==> src/shared/piu_pkg.sv <==
// package of constants and types for the prioritized interrupt unit
// ==========================================
// How it works
// - every source passes a two-flop synchroniser
// - sixteen interrupt lines, numbered zero to fifteen
// - lowest numbered enabled pending line wins
// - interrupt address equals winning line number
// - enable mask gates the core request
// - run mask gates the halt release
// - thirty-two pins: output, input, interrupt input
// - rising, falling, low or high trigger
// - trigger chosen per pin
// - all pin interrupts share one line
// - timer counts down while enabled
// - at zero reload and maybe interrupt
package piu_pkg;
  localparam int NUM_IRQ  = 16;
  localparam int NUM_PIN  = 32;
  localparam int ADDR_W   = 8;
  // register byte offsets
  localparam logic [ADDR_W-1:0] OFF_ENABLE   = 8'h00;
  localparam logic [ADDR_W-1:0] OFF_RUN      = 8'h04;
  localparam logic [ADDR_W-1:0] OFF_PENDING  = 8'h08;
  localparam logic [ADDR_W-1:0] OFF_VECTOR   = 8'h0c;
  localparam logic [ADDR_W-1:0] OFF_GP_DIR   = 8'h10;
  localparam logic [ADDR_W-1:0] OFF_GP_OUT   = 8'h14;
  localparam logic [ADDR_W-1:0] OFF_GP_IN    = 8'h18;
  localparam logic [ADDR_W-1:0] OFF_GP_IEN   = 8'h1c;
  localparam logic [ADDR_W-1:0] OFF_GP_MODE0 = 8'h20;
  localparam logic [ADDR_W-1:0] OFF_GP_MODE1 = 8'h24;
  localparam logic [ADDR_W-1:0] OFF_GP_STAT  = 8'h28;
  localparam logic [ADDR_W-1:0] OFF_GP_CLR   = 8'h2c;
  localparam logic [ADDR_W-1:0] OFF_TMR_CTRL = 8'h30;
  localparam logic [ADDR_W-1:0] OFF_TMR_LOAD = 8'h34;
  localparam logic [ADDR_W-1:0] OFF_TMR_CNT  = 8'h38;
  localparam logic [ADDR_W-1:0] OFF_EV_STAT  = 8'h3c;
  localparam logic [ADDR_W-1:0] OFF_EV_EN    = 8'h40;
  localparam logic [ADDR_W-1:0] OFF_EV_CLR   = 8'h44;
  // fixed line numbers of the built-in sources
  localparam int LINE_GPIO  = 0;
  localparam int LINE_TIMER = 1;
  // timer control fields
  localparam int TMR_RUN_BIT = 0;
  localparam int TMR_IRQ_BIT = 1;
  // event status fields
  localparam int EV_TIMER_BIT = 0;
  localparam int EV_GPIO_BIT  = 1;
  localparam int EV_W         = 2;
  // reset values and axi response codes
  localparam logic [31:0] RST_ZERO   = 32'h0000_0000;
  localparam logic [31:0] RST_TMR    = 32'hffff_ffff;
  localparam logic [1:0]  RESP_OKAY  = 2'b00;
  localparam logic [1:0]  RESP_SLERR = 2'b10;
  // gpio trigger: {mode1,mode0} per pin
  typedef enum logic [1:0] {PIU_TRIG_LOW, PIU_TRIG_HIGH, PIU_TRIG_RISE, PIU_TRIG_FALL} piu_trig_e;
endpackage

==> src/shared/piu_gpio_if.sv <==
// interface between the unit and its gpio detector
`timescale 1ns/1ps
interface piu_gpio_if #(parameter int N = 32);
  logic [N-1:0] pins;
  logic [N-1:0] irq_en;
  logic [N-1:0] mode0;
  logic [N-1:0] mode1;
  logic [N-1:0] clr;
  logic [N-1:0] stat;
  modport ctrl (output pins, irq_en, mode0, mode1, clr, input stat);
  modport det  (input pins, irq_en, mode0, mode1, clr, output stat);
endinterface

==> src/verilog/priority_irq_unit.sv <==
// prioritized interrupt unit with gpio and down-counting timer
//
// Added by the designer: the AXI4-Lite slave port and the register addresses.
`timescale 1ns/1ps
module priority_irq_unit
  import piu_pkg::*;
#(
  parameter int NIRQ = 16,
  parameter int NPIN = 32
)(
  // clock and reset
  input  wire logic                       clk_in,
  input  wire logic                       resetn_in,
  // external interrupt sources, lines 2 and up
  input  wire logic [piu_pkg::NUM_IRQ-1:0] irq_src_in,
  // core side
  output logic                            core_irq_request_out,
  output logic                            core_halt_release_out,
  output logic [3:0]                      core_irq_addr_out,
  output logic                            irq_out,
  // gpio pins
  input  wire logic [piu_pkg::NUM_PIN-1:0] gpio_in,
  output logic [piu_pkg::NUM_PIN-1:0]     gpio_out,
  output logic [piu_pkg::NUM_PIN-1:0]     gpio_oe_n_out,
  // axi4-lite write
  input  wire logic [7:0]                 s_axi_awaddr,
  input  wire logic                       s_axi_awvalid,
  output logic                            s_axi_awready,
  input  wire logic [31:0]                s_axi_wdata,
  input  wire logic [3:0]                 s_axi_wstrb,
  input  wire logic                       s_axi_wvalid,
  output logic                            s_axi_wready,
  output logic [1:0]                      s_axi_bresp,
  output logic                            s_axi_bvalid,
  input  wire logic                       s_axi_bready,
  // axi4-lite read
  input  wire logic [7:0]                 s_axi_araddr,
  input  wire logic                       s_axi_arvalid,
  output logic                            s_axi_arready,
  output logic [31:0]                     s_axi_rdata,
  output logic [1:0]                      s_axi_rresp,
  output logic                            s_axi_rvalid,
  input  wire logic                       s_axi_rready
);
  import piu_pkg::*;

  // ==========================================
  // registers
  logic [NIRQ-1:0] enable_mask;
  logic [NIRQ-1:0] run_mask;
  logic [NPIN-1:0] gp_dir;
  logic [NPIN-1:0] gp_out;
  logic [NPIN-1:0] gp_ien;
  logic [NPIN-1:0] gp_mode0;
  logic [NPIN-1:0] gp_mode1;
  logic [NPIN-1:0] gp_clr;
  logic [1:0]      tmr_ctrl;
  logic [31:0]     tmr_load;
  logic [31:0]     tmr_cnt;
  logic [EV_W-1:0] ev_stat;
  logic [EV_W-1:0] ev_en;
  logic [NIRQ-1:0] sync1;
  logic [NIRQ-1:0] sync2;
  logic            tmr_irq;

  piu_gpio_if #(.N(NPIN)) gif ();

  // ==========================================
  // gpio detector
  assign gif.pins   = gpio_in;
  assign gif.irq_en = gp_ien & ~gp_dir;
  assign gif.mode0  = gp_mode0;
  assign gif.mode1  = gp_mode1;
  assign gif.clr    = gp_clr;

  piu_gpio_detect #(.N(NPIN)) u_det (
    .clk_in    (clk_in),
    .resetn_in (resetn_in),
    .g         (gif.det)
  );

  // ==========================================
  // raw sources: gpio and timer on fixed lines
  logic [NIRQ-1:0] raw_src;
  logic            gpio_any;
  logic            tmr_zero;
  logic            tmr_run;
  assign gpio_any = |gif.stat;
  assign tmr_zero = (tmr_cnt == RST_ZERO);
  assign tmr_run  = tmr_ctrl[TMR_RUN_BIT];

  always_comb
  begin
    raw_src             = irq_src_in;
    raw_src[LINE_GPIO]  = gpio_any;
    raw_src[LINE_TIMER] = tmr_irq;
  end

  // ==========================================
  // priority encoder, lowest index wins
  function automatic logic [4:0] first_set(input logic [NIRQ-1:0] v);
    logic [4:0] r;
    r = 5'h10;
    for (int k = NIRQ - 1; k >= 0; k--)
      if (v[k])
        r = 5'(k);
    return r;
  endfunction

  logic [NIRQ-1:0] active;
  logic [4:0]      win;
  logic            any_req;
  assign active  = sync2 & enable_mask;
  assign win     = first_set(active);
  assign any_req = ~win[4];

  // ==========================================
  // axi4-lite slave
  logic        aw_hold;
  logic        w_hold;
  logic [7:0]  aw_addr;
  logic [31:0] w_data;
  logic [3:0]  w_strb;
  logic        do_write;
  logic        wr_ok;
  logic [31:0] merged;
  logic [31:0] rd_val;
  logic        rd_ok;
  logic [31:0] cur;

  assign do_write = aw_hold & w_hold & ~s_axi_bvalid;

  always_comb
  begin
    cur = RST_ZERO;
    unique case (aw_addr)
      OFF_ENABLE:   cur = 32'(enable_mask);
      OFF_RUN:      cur = 32'(run_mask);
      OFF_GP_DIR:   cur = gp_dir;
      OFF_GP_OUT:   cur = gp_out;
      OFF_GP_IEN:   cur = gp_ien;
      OFF_GP_MODE0: cur = gp_mode0;
      OFF_GP_MODE1: cur = gp_mode1;
      OFF_TMR_CTRL: cur = 32'(tmr_ctrl);
      OFF_TMR_LOAD: cur = tmr_load;
      OFF_EV_EN:    cur = 32'(ev_en);
      default:      cur = RST_ZERO;
    endcase
  end

  generate
    for (genvar b = 0; b < 4; b++)
    begin : g_lane
      assign merged[b*8 +: 8] = w_strb[b] ? w_data[b*8 +: 8] : cur[b*8 +: 8];
    end
  endgenerate

  assign wr_ok = (aw_addr <= OFF_EV_CLR) && (aw_addr[1:0] == 2'b00)
                 && (aw_addr != OFF_PENDING) && (aw_addr != OFF_VECTOR)
                 && (aw_addr != OFF_GP_IN) && (aw_addr != OFF_GP_STAT)
                 && (aw_addr != OFF_TMR_CNT) && (aw_addr != OFF_EV_STAT);

  always_comb
  begin
    rd_val = RST_ZERO;
    rd_ok  = 1'b1;
    unique case (s_axi_araddr)
      OFF_ENABLE:   rd_val = 32'(enable_mask);
      OFF_RUN:      rd_val = 32'(run_mask);
      OFF_PENDING:  rd_val = 32'(sync2);
      OFF_VECTOR:   rd_val = {26'h0, any_req, win};
      OFF_GP_DIR:   rd_val = gp_dir;
      OFF_GP_OUT:   rd_val = gp_out;
      OFF_GP_IN:    rd_val = gpio_in;
      OFF_GP_IEN:   rd_val = gp_ien;
      OFF_GP_MODE0: rd_val = gp_mode0;
      OFF_GP_MODE1: rd_val = gp_mode1;
      OFF_GP_STAT:  rd_val = gif.stat;
      OFF_GP_CLR:   rd_val = RST_ZERO;
      OFF_TMR_CTRL: rd_val = 32'(tmr_ctrl);
      OFF_TMR_LOAD: rd_val = tmr_load;
      OFF_TMR_CNT:  rd_val = tmr_cnt;
      OFF_EV_STAT:  rd_val = 32'(ev_stat);
      OFF_EV_EN:    rd_val = 32'(ev_en);
      OFF_EV_CLR:   rd_val = RST_ZERO;
      default:      rd_ok  = 1'b0;
    endcase
  end

  always_ff @(posedge clk_in or negedge resetn_in)
  begin
    if (!resetn_in)
    begin
      aw_hold       <= 1'b0;
      w_hold        <= 1'b0;
      aw_addr       <= '0;
      w_data        <= RST_ZERO;
      w_strb        <= '0;
      s_axi_awready <= 1'b0;
      s_axi_wready  <= 1'b0;
      s_axi_bvalid  <= 1'b0;
      s_axi_bresp   <= RESP_OKAY;
      s_axi_arready <= 1'b0;
      s_axi_rvalid  <= 1'b0;
      s_axi_rresp   <= RESP_OKAY;
      s_axi_rdata   <= RST_ZERO;
    end
    else
    begin
      s_axi_awready <= ~aw_hold & ~s_axi_awready & s_axi_awvalid;
      s_axi_wready  <= ~w_hold & ~s_axi_wready & s_axi_wvalid;
      if (s_axi_awvalid && s_axi_awready)
      begin
        aw_hold <= 1'b1;
        aw_addr <= s_axi_awaddr;
      end
      if (s_axi_wvalid && s_axi_wready)
      begin
        w_hold <= 1'b1;
        w_data <= s_axi_wdata;
        w_strb <= s_axi_wstrb;
      end
      if (do_write)
      begin
        aw_hold      <= 1'b0;
        w_hold       <= 1'b0;
        s_axi_bvalid <= 1'b1;
        s_axi_bresp  <= wr_ok ? RESP_OKAY : RESP_SLERR;
      end
      else if (s_axi_bvalid && s_axi_bready)
        s_axi_bvalid <= 1'b0;
      s_axi_arready <= ~s_axi_arready & ~s_axi_rvalid & s_axi_arvalid;
      if (s_axi_arvalid && s_axi_arready)
      begin
        s_axi_rvalid <= 1'b1;
        s_axi_rdata  <= rd_val;
        s_axi_rresp  <= rd_ok ? RESP_OKAY : RESP_SLERR;
      end
      else if (s_axi_rvalid && s_axi_rready)
        s_axi_rvalid <= 1'b0;
    end
  end

  // ==========================================
  // register writes, timer and core outputs
  logic [EV_W-1:0] ev_set;
  logic [EV_W-1:0] ev_clr;
  logic            tmr_wrap;
  assign tmr_wrap = tmr_run & tmr_zero;
  assign ev_set   = {gpio_any, tmr_wrap};
  assign ev_clr   = (do_write && aw_addr == OFF_EV_CLR) ? merged[EV_W-1:0] : '0;

  always_ff @(posedge clk_in or negedge resetn_in)
  begin
    if (!resetn_in)
    begin
      enable_mask           <= '0;
      run_mask              <= '0;
      gp_dir                <= '0;
      gp_out                <= '0;
      gp_ien                <= '0;
      gp_mode0              <= '0;
      gp_mode1              <= '0;
      gp_clr                <= '0;
      tmr_ctrl              <= '0;
      tmr_load              <= RST_TMR;
      tmr_cnt               <= RST_TMR;
      tmr_irq               <= 1'b0;
      ev_stat               <= '0;
      ev_en                 <= '0;
      sync1                 <= '0;
      sync2                 <= '0;
      core_irq_request_out  <= 1'b0;
      core_halt_release_out <= 1'b0;
      core_irq_addr_out     <= '0;
      irq_out               <= 1'b0;
      gpio_out              <= '0;
      gpio_oe_n_out         <= '1;
    end
    else
    begin
      sync1  <= raw_src;
      sync2  <= sync1;
      gp_clr <= '0;
      if (do_write)
      begin
        unique case (aw_addr)
          OFF_ENABLE:   enable_mask <= merged[NIRQ-1:0];
          OFF_RUN:      run_mask    <= merged[NIRQ-1:0];
          OFF_GP_DIR:   gp_dir      <= merged;
          OFF_GP_OUT:   gp_out      <= merged;
          OFF_GP_IEN:   gp_ien      <= merged;
          OFF_GP_MODE0: gp_mode0    <= merged;
          OFF_GP_MODE1: gp_mode1    <= merged;
          OFF_GP_CLR:   gp_clr      <= merged;
          OFF_TMR_CTRL: tmr_ctrl    <= merged[1:0];
          OFF_TMR_LOAD: tmr_load    <= merged;
          OFF_EV_EN:    ev_en       <= merged[EV_W-1:0];
          default:      ;
        endcase
      end
      // the timer reload never touches load or control
      if (do_write && aw_addr == OFF_TMR_LOAD)
        tmr_cnt <= merged;
      else if (tmr_wrap)
        tmr_cnt <= tmr_load;
      else if (tmr_run)
        tmr_cnt <= tmr_cnt - 32'h0000_0001;
      // sticky until cleared via the timer status bit; set wins
      if (tmr_wrap && tmr_ctrl[TMR_IRQ_BIT])
        tmr_irq <= 1'b1;
      else if (ev_clr[EV_TIMER_BIT])
        tmr_irq <= 1'b0;
      ev_stat <= (ev_stat & ~ev_clr) | ev_set;
      irq_out <= |(((ev_stat & ~ev_clr) | ev_set) & ev_en);
      core_irq_request_out  <= any_req;
      core_irq_addr_out     <= win[3:0];
      core_halt_release_out <= any_req & run_mask[win[3:0]];
      gpio_out      <= gp_out;
      gpio_oe_n_out <= ~gp_dir;
    end
  end
endmodule

==> src/verilog/piu_gpio_detect.sv <==
// per pin gpio interrupt detection
`timescale 1ns/1ps
module piu_gpio_detect
  import piu_pkg::*;
#(
  parameter int N = 32
)(
  // clock and reset
  input  wire logic clk_in,
  input  wire logic resetn_in,
  // detector side
  piu_gpio_if.det   g
);
  logic [N-1:0] prev;
  logic [N-1:0] edge_stat;
  logic [N-1:0] level_hit;
  logic [N-1:0] edge_hit;
  logic [N-1:0] is_edge;

  // ==========================================
  // trigger selection, one generate slice per pin
  genvar i;
  generate
    for (i = 0; i < N; i++)
    begin : g_pin
      assign is_edge[i]   = g.mode1[i];
      assign edge_hit[i]  = g.mode0[i] ? (prev[i] & ~g.pins[i])
                                       : (~prev[i] & g.pins[i]);
      assign level_hit[i] = g.mode0[i] ? g.pins[i] : ~g.pins[i];
      // levels follow the pin; edges are sticky
      assign g.stat[i]    = g.irq_en[i] & (is_edge[i] ? edge_stat[i] : level_hit[i]);
    end
  endgenerate

  always_ff @(posedge clk_in or negedge resetn_in)
  begin
    if (!resetn_in)
    begin
      prev      <= '0;
      edge_stat <= '0;
    end
    else
    begin
      prev      <= g.pins;
      // set wins over clear
      edge_stat <= (edge_stat & ~g.clr) | (edge_hit & is_edge & g.irq_en);
    end
  end
endmodule

==> config.mk <==
export PLATFORM = sky130hd
export DESIGN_NAME = priority_irq_unit
export DESIGN_NICKNAME = d
export VERILOG_FILES = /design/src/shared/piu_pkg.sv /design/src/shared/piu_gpio_if.sv /design/src/verilog/priority_irq_unit.sv /design/src/verilog/piu_gpio_detect.sv
export SDC_FILE = /design/constraint.sdc
export NUM_CORES = 1
export LEC_CHECK = 0
export ABC_AREA = 1
export ABC_CLOCK_PERIOD_IN_PS = 2300
export BUFFER_PORTS_ARGS = -buffer_cell sky130_fd_sc_hd__buf_4
export CORE_ASPECT_RATIO = 0.9
export CORE_MARGIN = 5
export CORE_UTILIZATION = 54
export DETAILED_ROUTE_END_ITERATION = 10
export PLACE_DENSITY_LB_ADDON = 0.12
export SLEW_MARGIN = 15
export SYNTH_ARGS = -nofsm -noshare
export SYNTH_HDL_FRONTEND = slang
export SYNTH_HIERARCHICAL = 1
export SYNTH_SLANG_ARGS = --single-unit
==> constraint.sdc <==
create_clock -name clk_in -period 2.3 [get_ports clk_in]
set_input_delay 0.46 -clock clk_in [delete_from_list [all_inputs] [get_ports clk_in]]
set_output_delay 0.46 -clock clk_in [all_outputs]
set_load 0.01 [all_outputs]
Yosys cells after proc, flatten, opt, wreduce, memory -nomap -nowiden
Index checks and enable logic that the tools add are counted.

cells by class
  eq/ne operators = 34
  reductions and logical operators = 38
  bitwise gates (word level) = 190
  add/subtract/negate cells = 1
  magnitude comparators = 2
  mux-type cells = 139

operators with widths
  cell                     number
  $pmux W32 S16            1
  $pmux W32 S10            1
  $mux W32                 5
  $and A32 B32 Y32         4
  $mux W1                  108
  $and A1 B1 Y1            106
  $eq A8 B6 Y1 const B     13
  $mux W5                  16
  $not A1 Y1               72
  $not A32 Y32             2
  $eq A8 B5 Y1 const B     7
  $eq A8 B7 Y1 const B     4
  $logic_not A32 Y1        1
  $mux W8                  4
  $or A32 B32 Y32          1
  $reduce_or A32 Y1        1
  $sub A32 B1 Y32 const B  1
  $ne A8 B6 Y1 const B     3
  $reduce_and A2 Y1        10
  $reduce_or A18 Y1        1
  $and A16 B16 Y16         1
  $eq A8 B3 Y1 const B     2
  $eq A8 B4 Y1 const B     2
  $logic_not A8 Y1         2
  14 further kinds         36

storage, ports and cells
  word-level logic and storage cells = 441
  register bits = 549
  output and inout bits = 112
  bits of input ports = 107

Logic depth before layout (Yosys ltp)
  word-level depth = 20
  gate-level depth with buffers = 23

Modules after synthesis
Netlist, hierarchy kept.

modules (own cells, without submodules)
  module             instances  area each (um^2)  cells each
  priority_irq_unit  1          22128.7           2514
  piu_gpio_detect    1          4216.5            700

Least setup slack after synthesis
No wires, ideal clock.

  path kind = reg2reg
  start = register tmr_cnt[0]
  end = register tmr_cnt[15]
  arrival time = 2057 ps
  setup time = 94 ps
  stages on the path, launching flop included = 14
  period minus slack after synthesis = 2151 ps
  buffers on the path = 1
  path slack = 149 ps
  path through = dfstp_2 inv_1 ha_1 inv_1 nor3_4 nand2_1 inv_1 nand3_1 inv_1 nand2_1 clkinv_1 clkbuf_2 o21ai_0 o221ai_1

between the ends
  longest elaborated chain between the ends = 4

RTL lines
  item                                                  RTL line                                            source
  start: declaration                                    priority_irq_unit.sv:59                             logic [31:0] tmr_cnt;
  start signal: assignment                              priority_irq_unit.sv:304                            tmr_cnt <= merged;
  start signal: assignment                              priority_irq_unit.sv:306                            tmr_cnt <= tmr_load;
  start signal: assignment                              priority_irq_unit.sv:308                            tmr_cnt <= tmr_cnt - 32'h0000_0001;
  $sub A32 B1 Y32 or $logic_not A32 Y1 (tied branches)  priority_irq_unit.sv:308, priority_irq_unit.sv:89
  $mux W32 or $and A1 B1 Y1 (tied branches)             priority_irq_unit.sv:307, priority_irq_unit.sv:249
  $mux W32                                              priority_irq_unit.sv:305                            else if (tmr_wrap)
  $mux W32                                              priority_irq_unit.sv:303                            if (do_write && aw_addr == OFF_TMR_LOAD)

Parallel ways exist; a longest one is shown, timed or not. The select of a mux whose other input is x is not followed.
A chain may end at the register's enable or synchronous reset.

Worst setup path after layout
  start = register aw_addr[3]
  end = register tmr_cnt[9]

between the ends
  longest elaborated chain between the ends = 4

RTL lines
  item                                        RTL line                  source
  start: declaration                          priority_irq_unit.sv:121  logic [7:0] aw_addr;
  start signal: assignment                    priority_irq_unit.sv:215  aw_addr <= s_axi_awaddr;
  $eq A8 B7 Y1, or another cell as far along  priority_irq_unit.sv:136  unique case (aw_addr)
  $pmux W32 S10                               priority_irq_unit.sv:136
  $mux W8                                     priority_irq_unit.sv:154  assign merged[b*8 +: 8] = w_strb[b] ? w_data[b*8 +: 8] : cur[b*8 +: 8];
  $mux W32                                    priority_irq_unit.sv:303

Parallel ways exist; a longest one is shown, timed or not.

==> flow_summary_export.csv <==
group,metric,value,unit
floorplan,core,48100,µm²
flow_run,maxCapViolCount,0,
finish,nets,3773,
place,hpwl,69100,µm
clock_tree,cts_sinks,547,
clock_tree,cts-htree-levels,2,
route,final_antenna_net_count,0,
synth,synthXorXnorAreaFrac,0.765,%
setup_path,start_kind,"flip-flop",
clock_tree,clock_path_buffers,3,
clock_tree,clk_latency,620,ps
synth,synth_area_leaders,"dfrtp_1 (43%), nand2_1 (12%), dfstp_2 (9.6%)",
setup_path,worstSetupPathType,"reg -> reg",
clock_tree,cts_tree,"done",
synth,synth_top_family_by_area,"simple AND/OR/NAND/NOR gates",
route,dr.pass1.iters,6,
place,portBuffers,214,
sta,fin_crit,2290,ps
power_and_ir_drop,power.density,950,nW/µm²
global_routing,grtUsageTotal,35.8,%
setup_path,critPathRequiredTime,2820,ps
outcome,status,"complete, no violations",
route,vias,25317,
sta,skew,21.2,ps
sta,tightest_slew,756,ps
synth,syn_avg_cell_area,8.20,µm²
synth,netlist.top_cell.by_area,"dfrtp_1",
clock_tree,cts_buffers,56,
synth,ys_async_sr_fraction,100,%
finish,final_cell_area,33400,µm²
synth,synth_compound_gate_area_share,17.5,%
hold_path,hold_class,"in -> reg",
synth,synth_top_area_share,42.8,%
place,place_congestion,0.995,
clock_tree,cts_root_buf,"clkbuf_16",
global_routing,first_global_vias,24914,
floorplan,io_pins,219,
sta,rsz0062_at_grt,"yes",
synth,ys_seq_area_share,52.4,%
clock_tree,clk_pin_slew,60,ps
sta,hold_viol,0,
sta,hold_ws,37.4,ps
sta,fmax,436,MHz
setup_path,end_kind,"flip-flop",
setup_path,crit_fanout,13,
sta,finalMaxSlewViolations,0,
floorplan,die_h,220,µm
route,vias_per_cell,5.84,
synth,synth_edf_count,0,
global_routing,grt-ovfl-total,0,
floorplan,fp.dieW,243,µm
place,place_area,30600,µm²
sta,setup_viol,0,
route,drc,0,
global_routing,grt_antenna_before_repair,2,
floorplan,start_util,54.8,%
finish,drive_gt1_share,21.5,%
synth,synth_seq_cells,547,
synth,synth-main-ff-cell,"dfrtp_1",
finish,final_common_cell,"nand2_1",
finish,final_cell_mix,"nand2_1 (817), inv_1 (534), dfrtp_1 (449)",
sta,fin_crit_sh,99.6,%
finish,syn_to_final_growth,26.8,%
synth,synthSimpleGateAreaFrac,19.2,%
synth,ys_types,57,
synth,yosysWarnings,6,
power_and_ir_drop,ir_drop,0.693,mV
route,wl_per_cell,22.3,µm
floorplan,dieArea,53300,µm²
finish,antenna_cells,0,
synth,synth.area.mux_share,0,%
power_and_ir_drop,p_leak,15.6,nW
synth,synth_fa_ha_area_share,0.0475,%
setup_path,cp.arrival,2810,ps
synth,netlist_area,26300,µm²
sta,slew-limit-headroom,49.5,%
route,routed_wirelength,96800,µm
global_routing,grt_max_degree,78,
route,drtIter0Drc,2750,
floorplan,rows,76,
synth,syn_inst,3214,
global_routing,grt_pass1_wl,147000,µm
[layer usage]
layer	wire length, µm	GRT usage, %
met5	28	0
met4	3450	12.4
met3	10300	8.54
met2	42600	54.9
met1	40500	50.5
[area by class of cell]
| class | count | area (µm²) |
|---|---|---|
| clock buffers | 76 | 1640 |
| multi-input cells | 1989 | 10300 |
| fillers | 3848 | 14700 |
| well taps | 624 | 781 |
| flip-flops and latches | 547 | 13800 |
| repair buffers | 512 | 4480 |
| inverters | 559 | 2120 |
| clock inverters | 27 | 297 |
[cell families after synthesis]
group                      Yosys count
AOI/OAI and AO/OA                  744
and+or+nand+nor                   1218
adders and majority gates            1
buffers and inverters              680
DFF                                547
other                                1
xor gates and xnor gates            23
[cell usage after synthesis (3+ instances only)]
master       n
o211ai_1     9
nand3_1     70
buf_4        5
or2_0       30
nor3b_1      3
nand3_2      5
xor2_1      23
o2111ai_1   13
inv_1      541
o21ai_2      7
dfrtp_1    451
dfstp_2     96
nand4_1      7
buf_1        8
nand2_1    831
buf_2       33
o21ai_0    269
nor2_1     200
nand2_2     18
buf_6        3
o41ai_1      8
nor3_1       6
nor2_2       9
o21ai_1     19
o221ai_1    32
a221oi_1    33
o31ai_1     17
inv_2       14
a21oi_1     46
o22ai_1    197
nor2_4       7
clkbuf_1    71
a21boi_0    30
a31oi_1     25
a211oi_1    11
a21o_1      18
clkinv_1     4
nor4_1      19
[critical path: stages (launching register included)]
cell and delay, ps:
dfrtp_1 370, inv_1 100, nand3_2 170, inv_4 70, nand2_2 80, buf_12 170, o22ai_1 120, or4_1 530
nand2_1 80, nand2_1 90, buf_4 170, nand2_1 110, o221ai_1 130
[path summary, 6_finish.rpt]
path | from | end | slack, ps | cells past startpoint
setup reg to reg | aw_addr[3] | tmr_cnt[9] | 8 | 12
hold / removal | s_axi_rready | s_axi_rvalid | 40 | 2
min in group asynchronous | resetn_in | gif.mode1[12] | 360 | 2
max in group asynchronous | resetn_in | gpio_oe_n_out[23] | 1000 | 4
setup / recovery | aw_addr[3] | tmr_cnt[9] | 8 | 12
hold reg to reg | sync1[5] | sync2[5] | 350 | 0
[per-stage QoR]
step                      utilization, %  setup TNS, ps  setup WS, ps  cells  total power [W]
after floorplan                        -              0           149   3215           0.0169
after global placement              63.5          -4040          -216   4180           0.0211
after detailed placement            63.5          -5830          -205   4180           0.0213
after CTS                           68.6              0          6.23   4326           0.0311
after global routing                69.4          -36.2         -18.0   4334           0.0332
final                               69.4              0          8.37   4334           0.0317
[report_power, final]
part | switching (W) | total [W] | internal (W)
clock network | 0.00397 | 0.00961 | 0.00564
logic | 0.00619 | 0.00996 | 0.00377
registers | 0.00101 | 0.0121 | 0.0111
[timing repair]
action | CTS | global route
resized for setup | 17 | 83
pin swaps | 1 | 22
setup buffers | 0 | 7
hold buffers | 43 | 0
setup endpoints to repair | 107 | 227
cloned | 0 | 1
hold endpoints to repair | 73 | 0
Note: power is estimated with default switching activity, not from simulation.
